### src/bcl_pkg.sv
/*
  bcl_pkg: shared constants and types of the branch condition and loop unit.
  Assumes the decode stage supplies condition codes and op kinds in these encodings.
*/
package bcl_pkg;

  // branch kinds delivered by decode; alias names share one code
  typedef enum logic [2:0] {
    BCL_OP_NONE,
    BCL_OP_COND,
    BCL_OP_CNT_ZERO,
    BCL_OP_LOOP,
    BCL_OP_LOOP_EQ,
    BCL_OP_LOOP_NE
  } bcl_op_t;

  // condition code: bit 0 negates, bits 3:1 pick the test
  localparam logic [3:0] BCL_CC_OVERFLOW   = 4'h0;
  localparam logic [3:0] BCL_CC_CARRY      = 4'h2;
  localparam logic [3:0] BCL_CC_ZERO       = 4'h4;
  localparam logic [3:0] BCL_CC_BELOW_EQ   = 4'h6;
  localparam logic [3:0] BCL_CC_SIGN       = 4'h8;
  localparam logic [3:0] BCL_CC_PARITY     = 4'hA;
  localparam logic [3:0] BCL_CC_LESS       = 4'hC;
  localparam logic [3:0] BCL_CC_LESS_EQ    = 4'hE;
  localparam int         BCL_CC_NEG_BIT    = 0;

  // bit positions of the flags inside status_word
  localparam int BCL_FLAG_CARRY    = 0;
  localparam int BCL_FLAG_ZERO     = 1;
  localparam int BCL_FLAG_SIGN     = 2;
  localparam int BCL_FLAG_OVERFLOW = 3;
  localparam int BCL_FLAG_PARITY   = 4;

  // address size selector for the count register
  typedef enum logic [1:0] {
    BCL_ASZ_16,
    BCL_ASZ_32,
    BCL_ASZ_64
  } bcl_asz_t;

  localparam int BCL_IP_W   = 64;
  localparam int BCL_DISP_W = 32;
  localparam int BCL_W16    = 16;
  localparam int BCL_W32    = 32;

  localparam logic [63:0] BCL_RST_IP    = 64'h0000_0000_0000_0000;
  localparam logic [63:0] BCL_RST_COUNT = 64'h0000_0000_0000_0000;
  localparam logic [63:0] BCL_ONE       = 64'h0000_0000_0000_0001;
  localparam logic [63:0] BCL_MASK16    = 64'h0000_0000_0000_FFFF;
  localparam logic [63:0] BCL_MASK32    = 64'h0000_0000_FFFF_FFFF;

endpackage

### src/bcl_flag_if.sv
/*
  bcl_flag_if: carries the resolved status flags between the top and the
  condition evaluator. Assumes both ends run on sys_clk.
*/
`timescale 1ns/1ps
`default_nettype none
interface bcl_flag_if;
  logic carry_flag;
  logic zero_flag;
  logic sign_flag;
  logic overflow_flag;
  logic parity_flag;
  modport src (output carry_flag, zero_flag, sign_flag, overflow_flag, parity_flag);
  modport dst (input  carry_flag, zero_flag, sign_flag, overflow_flag, parity_flag);
endinterface
`default_nettype wire

### src/bcl_cond_eval.sv
/*
  bcl_cond_eval: combinational test of one condition code against the flags.
  Assumes flags arrive already forwarded from the youngest older writer.
*/
`timescale 1ns/1ps
`default_nettype none
module bcl_cond_eval
  import bcl_pkg::*;
(
  // condition and flags
  input  wire logic [3:0] cond_code,
  bcl_flag_if.dst         flags,
  // result
  output logic            cond_true
);
  logic base;

  always_comb begin
    unique case ({cond_code[3:1], 1'b0})
      BCL_CC_OVERFLOW: base = flags.overflow_flag;                        // RULE4
      BCL_CC_CARRY:    base = flags.carry_flag;                           // RULE2
      BCL_CC_ZERO:     base = flags.zero_flag;                            // RULE4
      BCL_CC_BELOW_EQ: base = flags.carry_flag | flags.zero_flag;         // RULE1 RULE3
      BCL_CC_SIGN:     base = flags.sign_flag;                            // RULE4
      BCL_CC_PARITY:   base = flags.parity_flag;                          // RULE4
      BCL_CC_LESS:     base = flags.sign_flag ^ flags.overflow_flag;      // RULE6
      default:         base = (flags.sign_flag ^ flags.overflow_flag)
                              | flags.zero_flag;                          // RULE5 RULE7
    endcase
    // negated form only flips the sense; alias names never get own codes
    cond_true = base ^ cond_code[BCL_CC_NEG_BIT];                         // RULE10
  end
endmodule
`default_nettype wire

### src/bcl_count_unit.sv
/*
  bcl_count_unit: decrement and zero test of the count register at the
  selected address size. Assumes upper bits outside the size are preserved.
*/
`timescale 1ns/1ps
`default_nettype none
module bcl_count_unit
  import bcl_pkg::*;
(
  // inputs
  input  wire logic [63:0] count_in,
  input  wire bcl_pkg::bcl_asz_t asz,
  // results
  output logic [63:0]      count_dec,
  output logic             count_zero,
  output logic             dec_zero
);
  function automatic logic [63:0] size_mask(input bcl_asz_t a);
    unique case (a)
      BCL_ASZ_16: size_mask = BCL_MASK16;
      BCL_ASZ_32: size_mask = BCL_MASK32;
      default:    size_mask = ~64'h0000_0000_0000_0000;
    endcase
  endfunction

  logic [63:0] m;
  logic [63:0] d;

  always_comb begin
    m          = size_mask(asz);                                          // RULE20
    // wraps zero to all ones within the active width
    d          = count_in - BCL_ONE;                                      // RULE12 RULE14
    count_dec  = (count_in & ~m) | (d & m);                               // RULE12
    count_zero = ((count_in & m) == 64'h0000_0000_0000_0000);             // RULE11
    dec_zero   = ((d & m) == 64'h0000_0000_0000_0000);                    // RULE13
  end
endmodule
`default_nettype wire

### src/bcl_top.sv
/*
  bcl_top: resolves conditional branches, count-zero branches and counted
  loops; registers the next instruction pointer, count and taken result.
  Assumes decode gives op, condition, displacement, instruction length and
  mode; flags and count come from the pipeline with a writeback bypass.
*/
// Function
// (RULE1) above: carry and zero both clear
// (RULE2) carry clear or set tests
// (RULE3) below or equal: carry or zero
// (RULE4) single flag tests, plain or negated
// (RULE5) greater: zero clear, sign equals overflow
// (RULE6) sign xor overflow for ge and less
// (RULE7) less or equal: zero or sign differs
// (RULE8) not taken falls through, no return
// (RULE9) target is ip plus signed offset
// (RULE10) alias names share one encoding
// (RULE11) count zero branch tests count register
// (RULE12) loop decrements before test, width by size
// (RULE13) nonzero count jumps, zero falls through
// (RULE14) zero count wraps to all ones
// (RULE15) while equal needs nonzero and zero flag
// (RULE16) while unequal needs nonzero, zero clear
// (RULE17) long mode near branch 64-bit pointer
// (RULE18) long mode ignores operand size prefix
// (RULE19) displacement stays 32 bits, size not forced
// (RULE20) address size picks count width
// (RULE21) use newest older flags and count
`timescale 1ns/1ps
`default_nettype none
module bcl_top
  import bcl_pkg::*;
(
  // clock and reset
  input  wire logic              sys_clk,
  input  wire logic              rst,
  // branch request from decode
  input  wire logic              br_valid,
  input  wire bcl_pkg::bcl_op_t  br_op,
  input  wire logic [3:0]        br_cond,
  input  wire logic [31:0]       br_disp,
  input  wire logic [3:0]        br_len,
  input  wire logic [63:0]       instr_pointer64,
  // mode and prefixes
  input  wire logic              long_mode,
  input  wire logic              opsize_prefix,
  input  wire logic              addr_prefix,
  input  wire logic              code_32,
  // architectural state from the pipeline
  input  wire logic [4:0]        status_word,
  input  wire logic [63:0]       count_reg64,
  // bypass from an older writer in flight
  input  wire logic              fwd_flags_valid,
  input  wire logic [4:0]        fwd_flags,
  input  wire logic              fwd_count_valid,
  input  wire logic [63:0]       fwd_count,
  input  wire logic              older_pending,
  // results
  output logic                   br_stall,
  output logic                   res_valid,
  output logic                   res_taken,
  output logic [63:0]            res_next_ip,
  output logic                   res_count_we,
  output logic [63:0]            res_count,
  output logic                   res_push_ret,
  output logic                   res_far
);
  typedef struct packed {
    logic        valid;
    logic        taken;
    logic [63:0] next_ip;
    logic        count_we;
    logic [63:0] count;
  } bcl_state_t;

  bcl_state_t st_ff;
  bcl_state_t nxt_st;

  bcl_flag_if flag_bus ();

  logic [4:0]  flags_now;
  logic [63:0] count_now;
  logic        cond_true;
  logic [63:0] count_dec;
  logic        count_zero;
  logic        dec_zero;
  bcl_asz_t    asz;
  logic [63:0] seq_ip;
  logic [63:0] tgt_ip;
  logic [63:0] ip_mask;
  logic        go;

  // bypass beats the architectural copy; stall when the writer is unresolved
  assign flags_now = fwd_flags_valid ? fwd_flags : status_word;           // RULE21
  assign count_now = fwd_count_valid ? fwd_count : count_reg64;           // RULE21
  assign br_stall  = br_valid && (br_op != BCL_OP_NONE) && older_pending; // RULE21
  assign go        = br_valid && !br_stall;

  // flag order in status_word: {parity, overflow, sign, zero, carry}
  assign flag_bus.carry_flag    = flags_now[BCL_FLAG_CARRY];
  assign flag_bus.zero_flag     = flags_now[BCL_FLAG_ZERO];
  assign flag_bus.sign_flag     = flags_now[BCL_FLAG_SIGN];
  assign flag_bus.overflow_flag = flags_now[BCL_FLAG_OVERFLOW];
  assign flag_bus.parity_flag   = flags_now[BCL_FLAG_PARITY];

  bcl_cond_eval u_cond (
    .cond_code (br_cond),
    .flags     (flag_bus),
    .cond_true (cond_true)
  );

  bcl_count_unit u_count (
    .count_in   (count_now),
    .asz        (asz),
    .count_dec  (count_dec),
    .count_zero (count_zero),
    .dec_zero   (dec_zero)
  );

  always_comb begin
    // address size is default 64 in long mode, prefix drops it to 32
    if (long_mode) begin
      asz = addr_prefix ? BCL_ASZ_32 : BCL_ASZ_64;                        // RULE20 RULE19
    end else if (code_32) begin
      asz = addr_prefix ? BCL_ASZ_16 : BCL_ASZ_32;                        // RULE20
    end else begin
      asz = addr_prefix ? BCL_ASZ_32 : BCL_ASZ_16;                        // RULE12
    end
    // pointer width: long mode ignores operand prefix entirely
    if (long_mode) begin
      ip_mask = ~64'h0000_0000_0000_0000;                                 // RULE17 RULE18
    end else if (code_32 ^ opsize_prefix) begin
      ip_mask = BCL_MASK32;
    end else begin
      ip_mask = BCL_MASK16;
    end
  end

  // displacement is sign extended from 32 bits only
  assign seq_ip = (instr_pointer64 + {60'h0, br_len}) & ip_mask;          // RULE8
  assign tgt_ip = (seq_ip + {{(BCL_IP_W-BCL_DISP_W){br_disp[31]}}, br_disp})
                  & ip_mask;                                              // RULE9 RULE19

  always_comb begin
    nxt_st          = st_ff;
    nxt_st.valid    = go && (br_op != BCL_OP_NONE);
    nxt_st.taken    = 1'b0;
    nxt_st.count_we = 1'b0;
    nxt_st.count    = count_now;
    if (go) begin
      unique case (br_op)
        BCL_OP_COND:     nxt_st.taken = cond_true;                        // RULE1 RULE2
        BCL_OP_CNT_ZERO: nxt_st.taken = count_zero;                       // RULE11
        BCL_OP_LOOP: begin
          nxt_st.count_we = 1'b1;                                         // RULE12
          nxt_st.count    = count_dec;                                    // RULE14
          nxt_st.taken    = !dec_zero;                                    // RULE13
        end
        BCL_OP_LOOP_EQ: begin
          nxt_st.count_we = 1'b1;
          nxt_st.count    = count_dec;
          nxt_st.taken    = !dec_zero && flag_bus.zero_flag;              // RULE15
        end
        BCL_OP_LOOP_NE: begin
          nxt_st.count_we = 1'b1;
          nxt_st.count    = count_dec;
          nxt_st.taken    = !dec_zero && !flag_bus.zero_flag;             // RULE16
        end
        default: nxt_st.taken = 1'b0;
      endcase
      if (br_op != BCL_OP_NONE) begin
        nxt_st.next_ip = nxt_st.taken ? tgt_ip : seq_ip;                  // RULE8 RULE13
      end
    end
  end

  always_ff @(posedge sys_clk) begin
    if (rst) begin
      st_ff <= '{valid: 1'b0, taken: 1'b0, next_ip: BCL_RST_IP,
                 count_we: 1'b0, count: BCL_RST_COUNT};
    end else begin
      st_ff <= nxt_st;
    end
  end

  assign res_valid    = st_ff.valid;
  assign res_taken    = st_ff.taken;
  assign res_next_ip  = st_ff.next_ip;
  assign res_count_we = st_ff.count_we;
  assign res_count    = st_ff.count;
  // conditional transfers never push and are always near
  assign res_push_ret = 1'b0;                                             // RULE8
  assign res_far      = 1'b0;                                             // RULE9
endmodule
`default_nettype wire

### config.mk
export PLATFORM = sky130hd
export DESIGN_NAME = bcl_top
export DESIGN_NICKNAME = d
export VERILOG_FILES = /design/src/bcl_pkg.sv /design/src/bcl_flag_if.sv /design/src/bcl_cond_eval.sv /design/src/bcl_count_unit.sv /design/src/bcl_top.sv
export SDC_FILE = /design/constraint.sdc
export NUM_CORES = 1
export LEC_CHECK = 0
export ABC_AREA = 1
export BUFFER_PORTS_ARGS = -buffer_cell sky130_fd_sc_hd__buf_2
export CORE_MARGIN = 5
export CORE_UTILIZATION = 45
export DETAILED_ROUTE_END_ITERATION = 12
export HOLD_SLACK_MARGIN = 0.15
export PLACE_DENSITY = 0.73
export SKIP_CTS_REPAIR_TIMING = 1
export SYNTH_ARGS = -nofsm -noshare
export SYNTH_HDL_FRONTEND = slang
export SYNTH_SLANG_ARGS = --single-unit
### constraint.sdc
create_clock -name sys_clk -period 6.8 [get_ports sys_clk]
set_clock_uncertainty 0.15 [all_clocks]
set_input_delay 0 -clock sys_clk [delete_from_list [all_inputs] [get_ports sys_clk]]
set_output_delay 0 -clock sys_clk [all_outputs]
set_load 0.005 [all_outputs]
==> run summary, run 1 <==
The setup TNS is 0 ps. The clock sink count is 131. Required time of the critical path: 6980 ps. The via count of the first global-routing pass is 19926, and the aggregate global routing overflow is 0. The first global-routing pass estimated 109000 um of wire. The data arrival at the endpoint of the critical path came out at 5370 ps. Dividing the detail-routed wire length by the instance count gives 18.2 um. In this run the horizontal extent of the chip is 201 um.

The average vias per placed instance works out to 5.44. For the leakage component of the power, the log shows 10.6 nW. Among all stages on the critical path, the largest delay is contributed by sky130_fd_sc_hd__dlygate4sd3_1.

The cell that appears most often on the critical path is sky130_fd_sc_hd__inv_1. IR analysis of the VDD net gives a maximum drop of 0.000205 V. The count of different cell masters after synthesis came out at 50.

The maximum clock path buffer count came out at 2. Leaving out fill and tap cells, the most frequent cells in the layout are 908 x sky130_fd_sc_hd__nand2_1, 504 x sky130_fd_sc_hd__nor2_1, 417 x sky130_fd_sc_hd__inv_1. The number of DRC violations after detailed-routing iteration 0 is 2062, and the final clock period utilization by the worst path is 76.3%. The top cell type by area accounts for 20.8% of the synthesized area. The number of hold violations in the final report was 0.

The top fanout value on the critical path works out to 5. The count of cells in the finished layout, fillers not included, comes to 4087. The power per cell area came out at 143 nW/um^2. STA classifies the critical path startpoint as an input port. For the worst-skew pair, the clock arrives at the later sink with an insertion delay of 460 ps. The layout overhead on the synthesized area was 28.6%. The worst setup path is of the input port to flip-flop kind.

Across all setup checks in the final design, the least slack found is 1610 ps. The number of flops mapped to enable cells by yosys was 0; the gate count of the mapped netlist was 3069. CTS H-tree depth: 4. Ranked by total cell area, the synthesized netlist is headed by sky130_fd_sc_hd__nand2_1 21%, sky130_fd_sc_hd__dfxtp_1 16%, sky130_fd_sc_hd__nor2_1 12%, sky130_fd_sc_hd__inv_1 9.5%, sky130_fd_sc_hd__nand3_1 6.8%. Type of the worst min-delay path: input port to flip-flop.

At the pin with the least slew margin, the transition time is 930 ps. The proportion of register bits with asynchronous set or reset after synthesis came out at 0%. The number of flip-flops and latches in the synthesized netlist was 131. The final weighted congestion in routability-driven placement was 1.00; the utilization of the core after routing was 58.0%. The logs give 0 for the number of pins with negative max-slew slack in the final report and 36300 um^2 for the placeable core region. Detailed placement finished with a half-perimeter wire length of 58300 um. Of the synthesized area, sequential elements account for 16.0%.

The remaining number of nets flagged by the antenna check after routing was 0. The tools report the element type at the critical path end as a flip-flop. The initial core utilization is 45.1%, and the number of port buffers is 386. The initialized floorplan defines 70 standard-cell rows. The dominant synthesized flop cell is sky130_fd_sc_hd__dfxtp_1.

The die outline height works out to 201 um. In this run the mean area of a mapped cell was 5.35 um^2. The maximum cell stage delay along the critical path came out at 550 ps. The flow ran to the end, and the final reports show no timing, DRC or antenna violations. The logs give 3931 for the number of nets in the finished design and 193 MHz for the highest attainable clock frequency. The Yosys step of the flow raised 0 warnings. The mapped netlist covers 16400 um^2.

Of all cell types, the one taking the most synthesized area is sky130_fd_sc_hd__nand2_1. Pin placement for this block handled 389 I/O pins. In the routed design, unresolved DRC markers number 0.

The number of vias in the routed layout came out at 22236. After layout, the minimum clock period comes to 5190 ps. TritonCTS built the clock tree. Buffers inserted during clock tree synthesis total 17. The worst slack at placement is 1560 ps. Number of antenna violations at the first check in global routing: 2.

Entering global routing, the biggest net connects 83 pins. In this run the clock root is driven by a sky130_fd_sc_hd__clkbuf_16. The post-CTS clock slew at the launch and capture registers of the worst setup and hold paths is 60 ps. The post-route netlist has 13.7% of its cells at a drive strength greater than 1. Setup repair after global routing left no endpoint under its margin. The number of placed instances, taps included, is 3860.

Total die area: 40400 um^2. The overall fraction of global-route tracks in use came out at 33.6%. The most common cell after layout, fill and taps aside was sky130_fd_sc_hd__nand2_1.

The run gives 74500 um as the total length of routed wires. Measured against its own limit, the worst slew margin works out to 37.9%. The count of maximum capacitance violations is 0, and the detailed-router iteration count before antenna repair is 6. The run gives 5490 ps as the setup slack of the most critical reg-to-reg path. The total of endpoints with negative setup slack in the final report was 0.
==> cells by family (layout without fill, tap and decap cells) <==
logic type / after synthesis / in the layout / synth area share, %
other: 1 / 4 / 0.0229
flip-flops: 131 / 131 / 16.0
buffers and inverters: 510 / 1057 / 12.6
adder cells (fa/ha/maj): 71 / 71 / 5.50
AND/OR/NAND/NOR: 1812 / 1812 / 45.8
multiplexers: 1 / 1 / 0.0610
XOR/XNOR: 79 / 79 / 4.22
AO/OA/AOI/OAI: 464 / 464 / 15.8
==> sequential cells by signal, indices dropped and copies added (netlist names) <==
register	flops
res_valid	1
res_count	64
res_count_we	1
res_taken	1
res_next_ip	64
==> final timing paths <==
path         cells after the start               to                 from
max                             29  res_next_ip[29]            br_len[0]
min                              7  res_next_ip[46]  instr_pointer64[46]
max reg2reg                      3  res_next_ip[28]      res_next_ip[28]
min reg2reg                      2   res_next_ip[0]       res_next_ip[0]
==> cells in the mapped netlist, drive strengths merged (40+ instances only) <==
library cell	instances
dfxtp	131
a21oi	188
nor3	61
buf	44
clkbuf	40
nand2	917
nor2	524
xor2	43
nand3	227
ha	69
o21ai	159
inv	422
==> per-stage QoR <==
stage                     hold WS (ps)  power (W)  area (um^2)
final                             49.5    0.00302        21100
after global routing               154    0.00319        21100
after CTS                         -276    0.00288        19100
after detailed placement           184    0.00201        18600
after global placement             183    0.00202        18600
after floorplan                  -63.0    0.00161        16400
==> final cells by class <==
| type | instances | area, um^2 |
|---|---|---|
| sequential | 131 | 2620 |
| clock inverter | 13 | 88.8 |
| inverter | 426 | 1600 |
| multi-input combinational | 2429 | 11700 |
| clock buffer | 18 | 439 |
| timing repair buffer | 600 | 4030 |
| antenna | 2 | 5.00 |
| tap | 468 | 586 |
| fill | 3783 | 15300 |
==> power by group <==
| group | switching (W) | internal (W) | total, W |
|---|---|---|---|
| Sequential | 0.0000207 | 0.000821 | 0.000842 |
| Clock | 0.000404 | 0.000470 | 0.000873 |
| Combinational | 0.000817 | 0.000491 | 0.00131 |
| Total | 0.00124 | 0.00178 | 0.00302 |
==> per-layer routing <==
layer / vias to the layer above / global-route usage, % / part of all wire [%]
met4: 0 / 16.2 / 5.3
met3: 231 / 7.12 / 8.6
met1: 9905 / 41.9 / 41
met5: - / 0 / 0
met2: 1161 / 55.1 / 46
li1: 10939 / - / -
==> critical path: cells and delay by family <==
family | cells | cell delay, ps
compound gates | 6 | 1600
fa+ha+maj | 3 | 930
buf+inv | 8 | 1120
simple gates | 12 | 1710
Power figures use the tool's default switching activity.
==> run 2: changes to the inputs <==
==> constraint.sdc (replaced) <==
create_clock -name sys_clk -period 5 [get_ports sys_clk]
set_clock_uncertainty 0.15 [all_clocks]
set_input_delay 0 -clock sys_clk [delete_from_list [all_inputs] [get_ports sys_clk]]
set_output_delay 0 -clock sys_clk [all_outputs]
set_load 0.005 [all_outputs]
==> run 2 against run 1 <==
Against the previous run: count of clock-buffer cells in the layout is the same; first-iteration DRC count grew 6.6%; sequential share of layout area shrank 0.29 points; wire length grew 2.8%; sequential cell count is the same; cell count grew 1.1%; sequential power grew 37%; register-to-register slack lost 1400 ps; critical endpoint is now res_taken.
==> run summary, run 2 (synthesis gave the netlist of run 1 again) <==
The share of total power dissipated in combinational logic is 40.8%. The maximum ir drop on the vdd rail was 0.000271 V; the detailed-route wire length per cell was 18.5 um. For the worst max-slew margin expressed relative to the limit, the log shows 38.4%. In this run, the number of DRC markers left after iteration 0 of detailed routing was 2198. The die outline height came out at 201 um. The core region is 36300 um^2.

The analysis attributes to net switching a power of 0.00175 W. The logs give 111000 um for the wire length of the first global-routing pass and 17 for the number of CTS-inserted buffers. At the worst endpoint, the arrival time is 4890 ps. For the clock sink count, the log shows 131.

Clock-pin slew was measured on the worst setup and hold paths at 70 ps. Setup repair after global routing left no endpoint under its margin. Of the total power, the share spent switching nets is 39.2%. Max-cap violations in this run came to 0. The number of pins with negative max-slew slack in the final report is 0, and the clock latency reported for the late side of the worst-skew pair is 460 ps. The power per cell area was 206 nW/um^2; the setup slack of the most critical reg-to-reg path was 4060 ps. The logs give 1.02 for the final weighted congestion in routability-driven placement and 45.1% for the initial core utilization. Detailed placement finished with a half-perimeter wire length of 59800 um. In this run the number of H-tree levels came out at 4. Cell internal power was estimated by the tool at 0.00271 W. The cell chosen for the clock root is sky130_fd_sc_hd__clkbuf_16. TritonCTS built the clock tree.

The number of antenna violations at the first check in global routing was 3; the slew at the pin closest to its max-slew limit was 922 ps. Across every metal layer, demand over resource in global routing totals 34.4%. The top cell types in the final layout, fill and taps aside, are 908 x sky130_fd_sc_hd__nand2_1, 504 x sky130_fd_sc_hd__nor2_1, 417 x sky130_fd_sc_hd__inv_1. The number of port buffers was 386.

The routed layout has 22557 vias. After layout, the minimum clock period comes to 4690 ps. Data on the critical path is required at its endpoint by 5200 ps.

The total DRC errors in the routed layout is 0. After layout, the worst path uses 93.7% of the clock period. The run gives 213 MHz as the highest attainable clock frequency. The detailed-router iteration count before antenna repair is 6.

The average vias per placed instance is 5.46, and the total length of routed wires is 76600 um. Layout overhead on the synthesized area: 31.6%. Path type of the worst setup path: input port to flip-flop. Setup slack closes at 313 ps. The leakage component of the power was 10.9 nW.

Of all nets on the critical path, the largest fanout is 7. The aggregate global routing overflow was 0. The tools report the clock network fraction of total power as 33.4%.

The worst slack at placement is 129 ps. After the last flow step, the layout net total stands at 3974. The logs give 0 for the remaining number of nets flagged by the antenna check after routing and 0 ps for the setup TNS. In the final layout, the share of cells above drive strength 1 is 14.5%. For the number of hold violations in the final report, the log shows 0.

Type of origin of the critical path: an input port. For the sequential power share, the log shows 25.7%. The tools report the via count of the first global-routing pass as 20025. The flow ran to the end, and the final reports show no timing, DRC or antenna violations. Entering global routing, the biggest net connects 62 pins. The floorplan has 70 rows. The worst hold path belongs to the class input port to flip-flop.

Setup violations remaining at the end of the flow were counted as 0. The worst setup path is captured at a flip-flop. For the total die area, the log shows 40400 um^2. For this design the top-level I/O count stands at 389. Most common cell after layout, fill and taps aside: sky130_fd_sc_hd__nand2_1. The horizontal extent of the die is 201 um, and the maximum clock path buffer count is 2.
## run 2: cell types whose count changed in the layout (fill, tap and decap cells not counted), moves of 2 or more
cell                            delta
sky130_fd_sc_hd__inv_6             +4
sky130_fd_sc_hd__dlygate4sd3_1    +10
sky130_fd_sc_hd__clkinv_2          -4
sky130_fd_sc_hd__buf_12            +2
sky130_fd_sc_hd__buf_4            +31
sky130_fd_sc_hd__bufinv_16         +5
sky130_fd_sc_hd__clkinvlp_4        -4
## run 2: metal layers
metal	vias to the layer above	part of all wire (%)	routed length [um]	track usage [%]
met5	-	0.017	13	0
met4	2	5.4	4170	16.0
met3	239	8.6	6580	5.51
met2	1195	46	35000	56.6
met1	10120	40	30800	44.1
li1	11001	-	-	-
## run 2: layout make-up
cell class,count,area [um^2]
Multi-Input combinational cell,2429,11700
Fill cell,3728,14800
Tap cell,468,586
Antenna cell,2,5.00
Inverter,426,1600
Timing Repair Buffer,643,4400
Sequential cell,131,2620
Clock inverter,14,224
Clock buffer,18,429
## run 2: final timing paths
| kind | end | from | cells past startpoint |
|---|---|---|---|
| setup / recovery | res_taken | fwd_count[0] | 25 |
| hold / removal | res_count[14] | fwd_count[14] | 9 |
| setup reg to reg | res_next_ip[30] | res_next_ip[30] | 2 |
| hold reg to reg | res_next_ip[8] | res_next_ip[8] | 2 |
## run 2: critical path: stages
cell,delay (ps)
sky130_fd_sc_hd__dlygate4sd3_1,550
sky130_fd_sc_hd__buf_2,120
sky130_fd_sc_hd__inv_1,40
sky130_fd_sc_hd__nand2_1,40
sky130_fd_sc_hd__dlygate4sd3_1,560
sky130_fd_sc_hd__nand2_1,120
sky130_fd_sc_hd__ha_1,230
sky130_fd_sc_hd__nand3_1,140
sky130_fd_sc_hd__nor2_4,220
sky130_fd_sc_hd__nand2_1,200
sky130_fd_sc_hd__clkinv_1,100
sky130_fd_sc_hd__nand3_2,160
sky130_fd_sc_hd__nor2_2,350
sky130_fd_sc_hd__nand2_1,90
sky130_fd_sc_hd__nand2_1,110
sky130_fd_sc_hd__nand2_1,90
sky130_fd_sc_hd__nor2_1,140
sky130_fd_sc_hd__nand3b_1,100
sky130_fd_sc_hd__nand2_1,100
sky130_fd_sc_hd__nand2_1,100
sky130_fd_sc_hd__inv_1,80
sky130_fd_sc_hd__nand3_2,90
sky130_fd_sc_hd__a21oi_1,480
sky130_fd_sc_hd__nor3_1,80
sky130_fd_sc_hd__dlygate4sd3_1,580
## run 2: per-stage QoR
stage	instances	hold WS (ps)	power, W	util, %	cell area (um^2)
2_1_floorplan	3070	-63.0	0.00218	-	16400
3_3_place_gp	3893	183	0.00278	52.0	18900
3_5_place_dp	3893	188	0.00277	52.0	18900
4_1_cts	3925	-245	0.00425	53.8	19500
5_1_grt	4130	151	0.00467	59.4	21600
6_report	4131	48.0	0.00446	59.4	21600
## run 2: power by group through the flow
| stage | registers, W | clock network, W | logic (W) |
|---|---|---|---|
| after global routing | 0.00115 | 0.00152 | 0.00199 |
| after global placement | 0.00117 | 0 | 0.00161 |
| after detailed placement | 0.00117 | 0 | 0.00160 |
| final | 0.00115 | 0.00149 | 0.00182 |
| after floorplan | 0.00117 | 0 | 0.00101 |
| after CTS | 0.00115 | 0.00149 | 0.00161 |
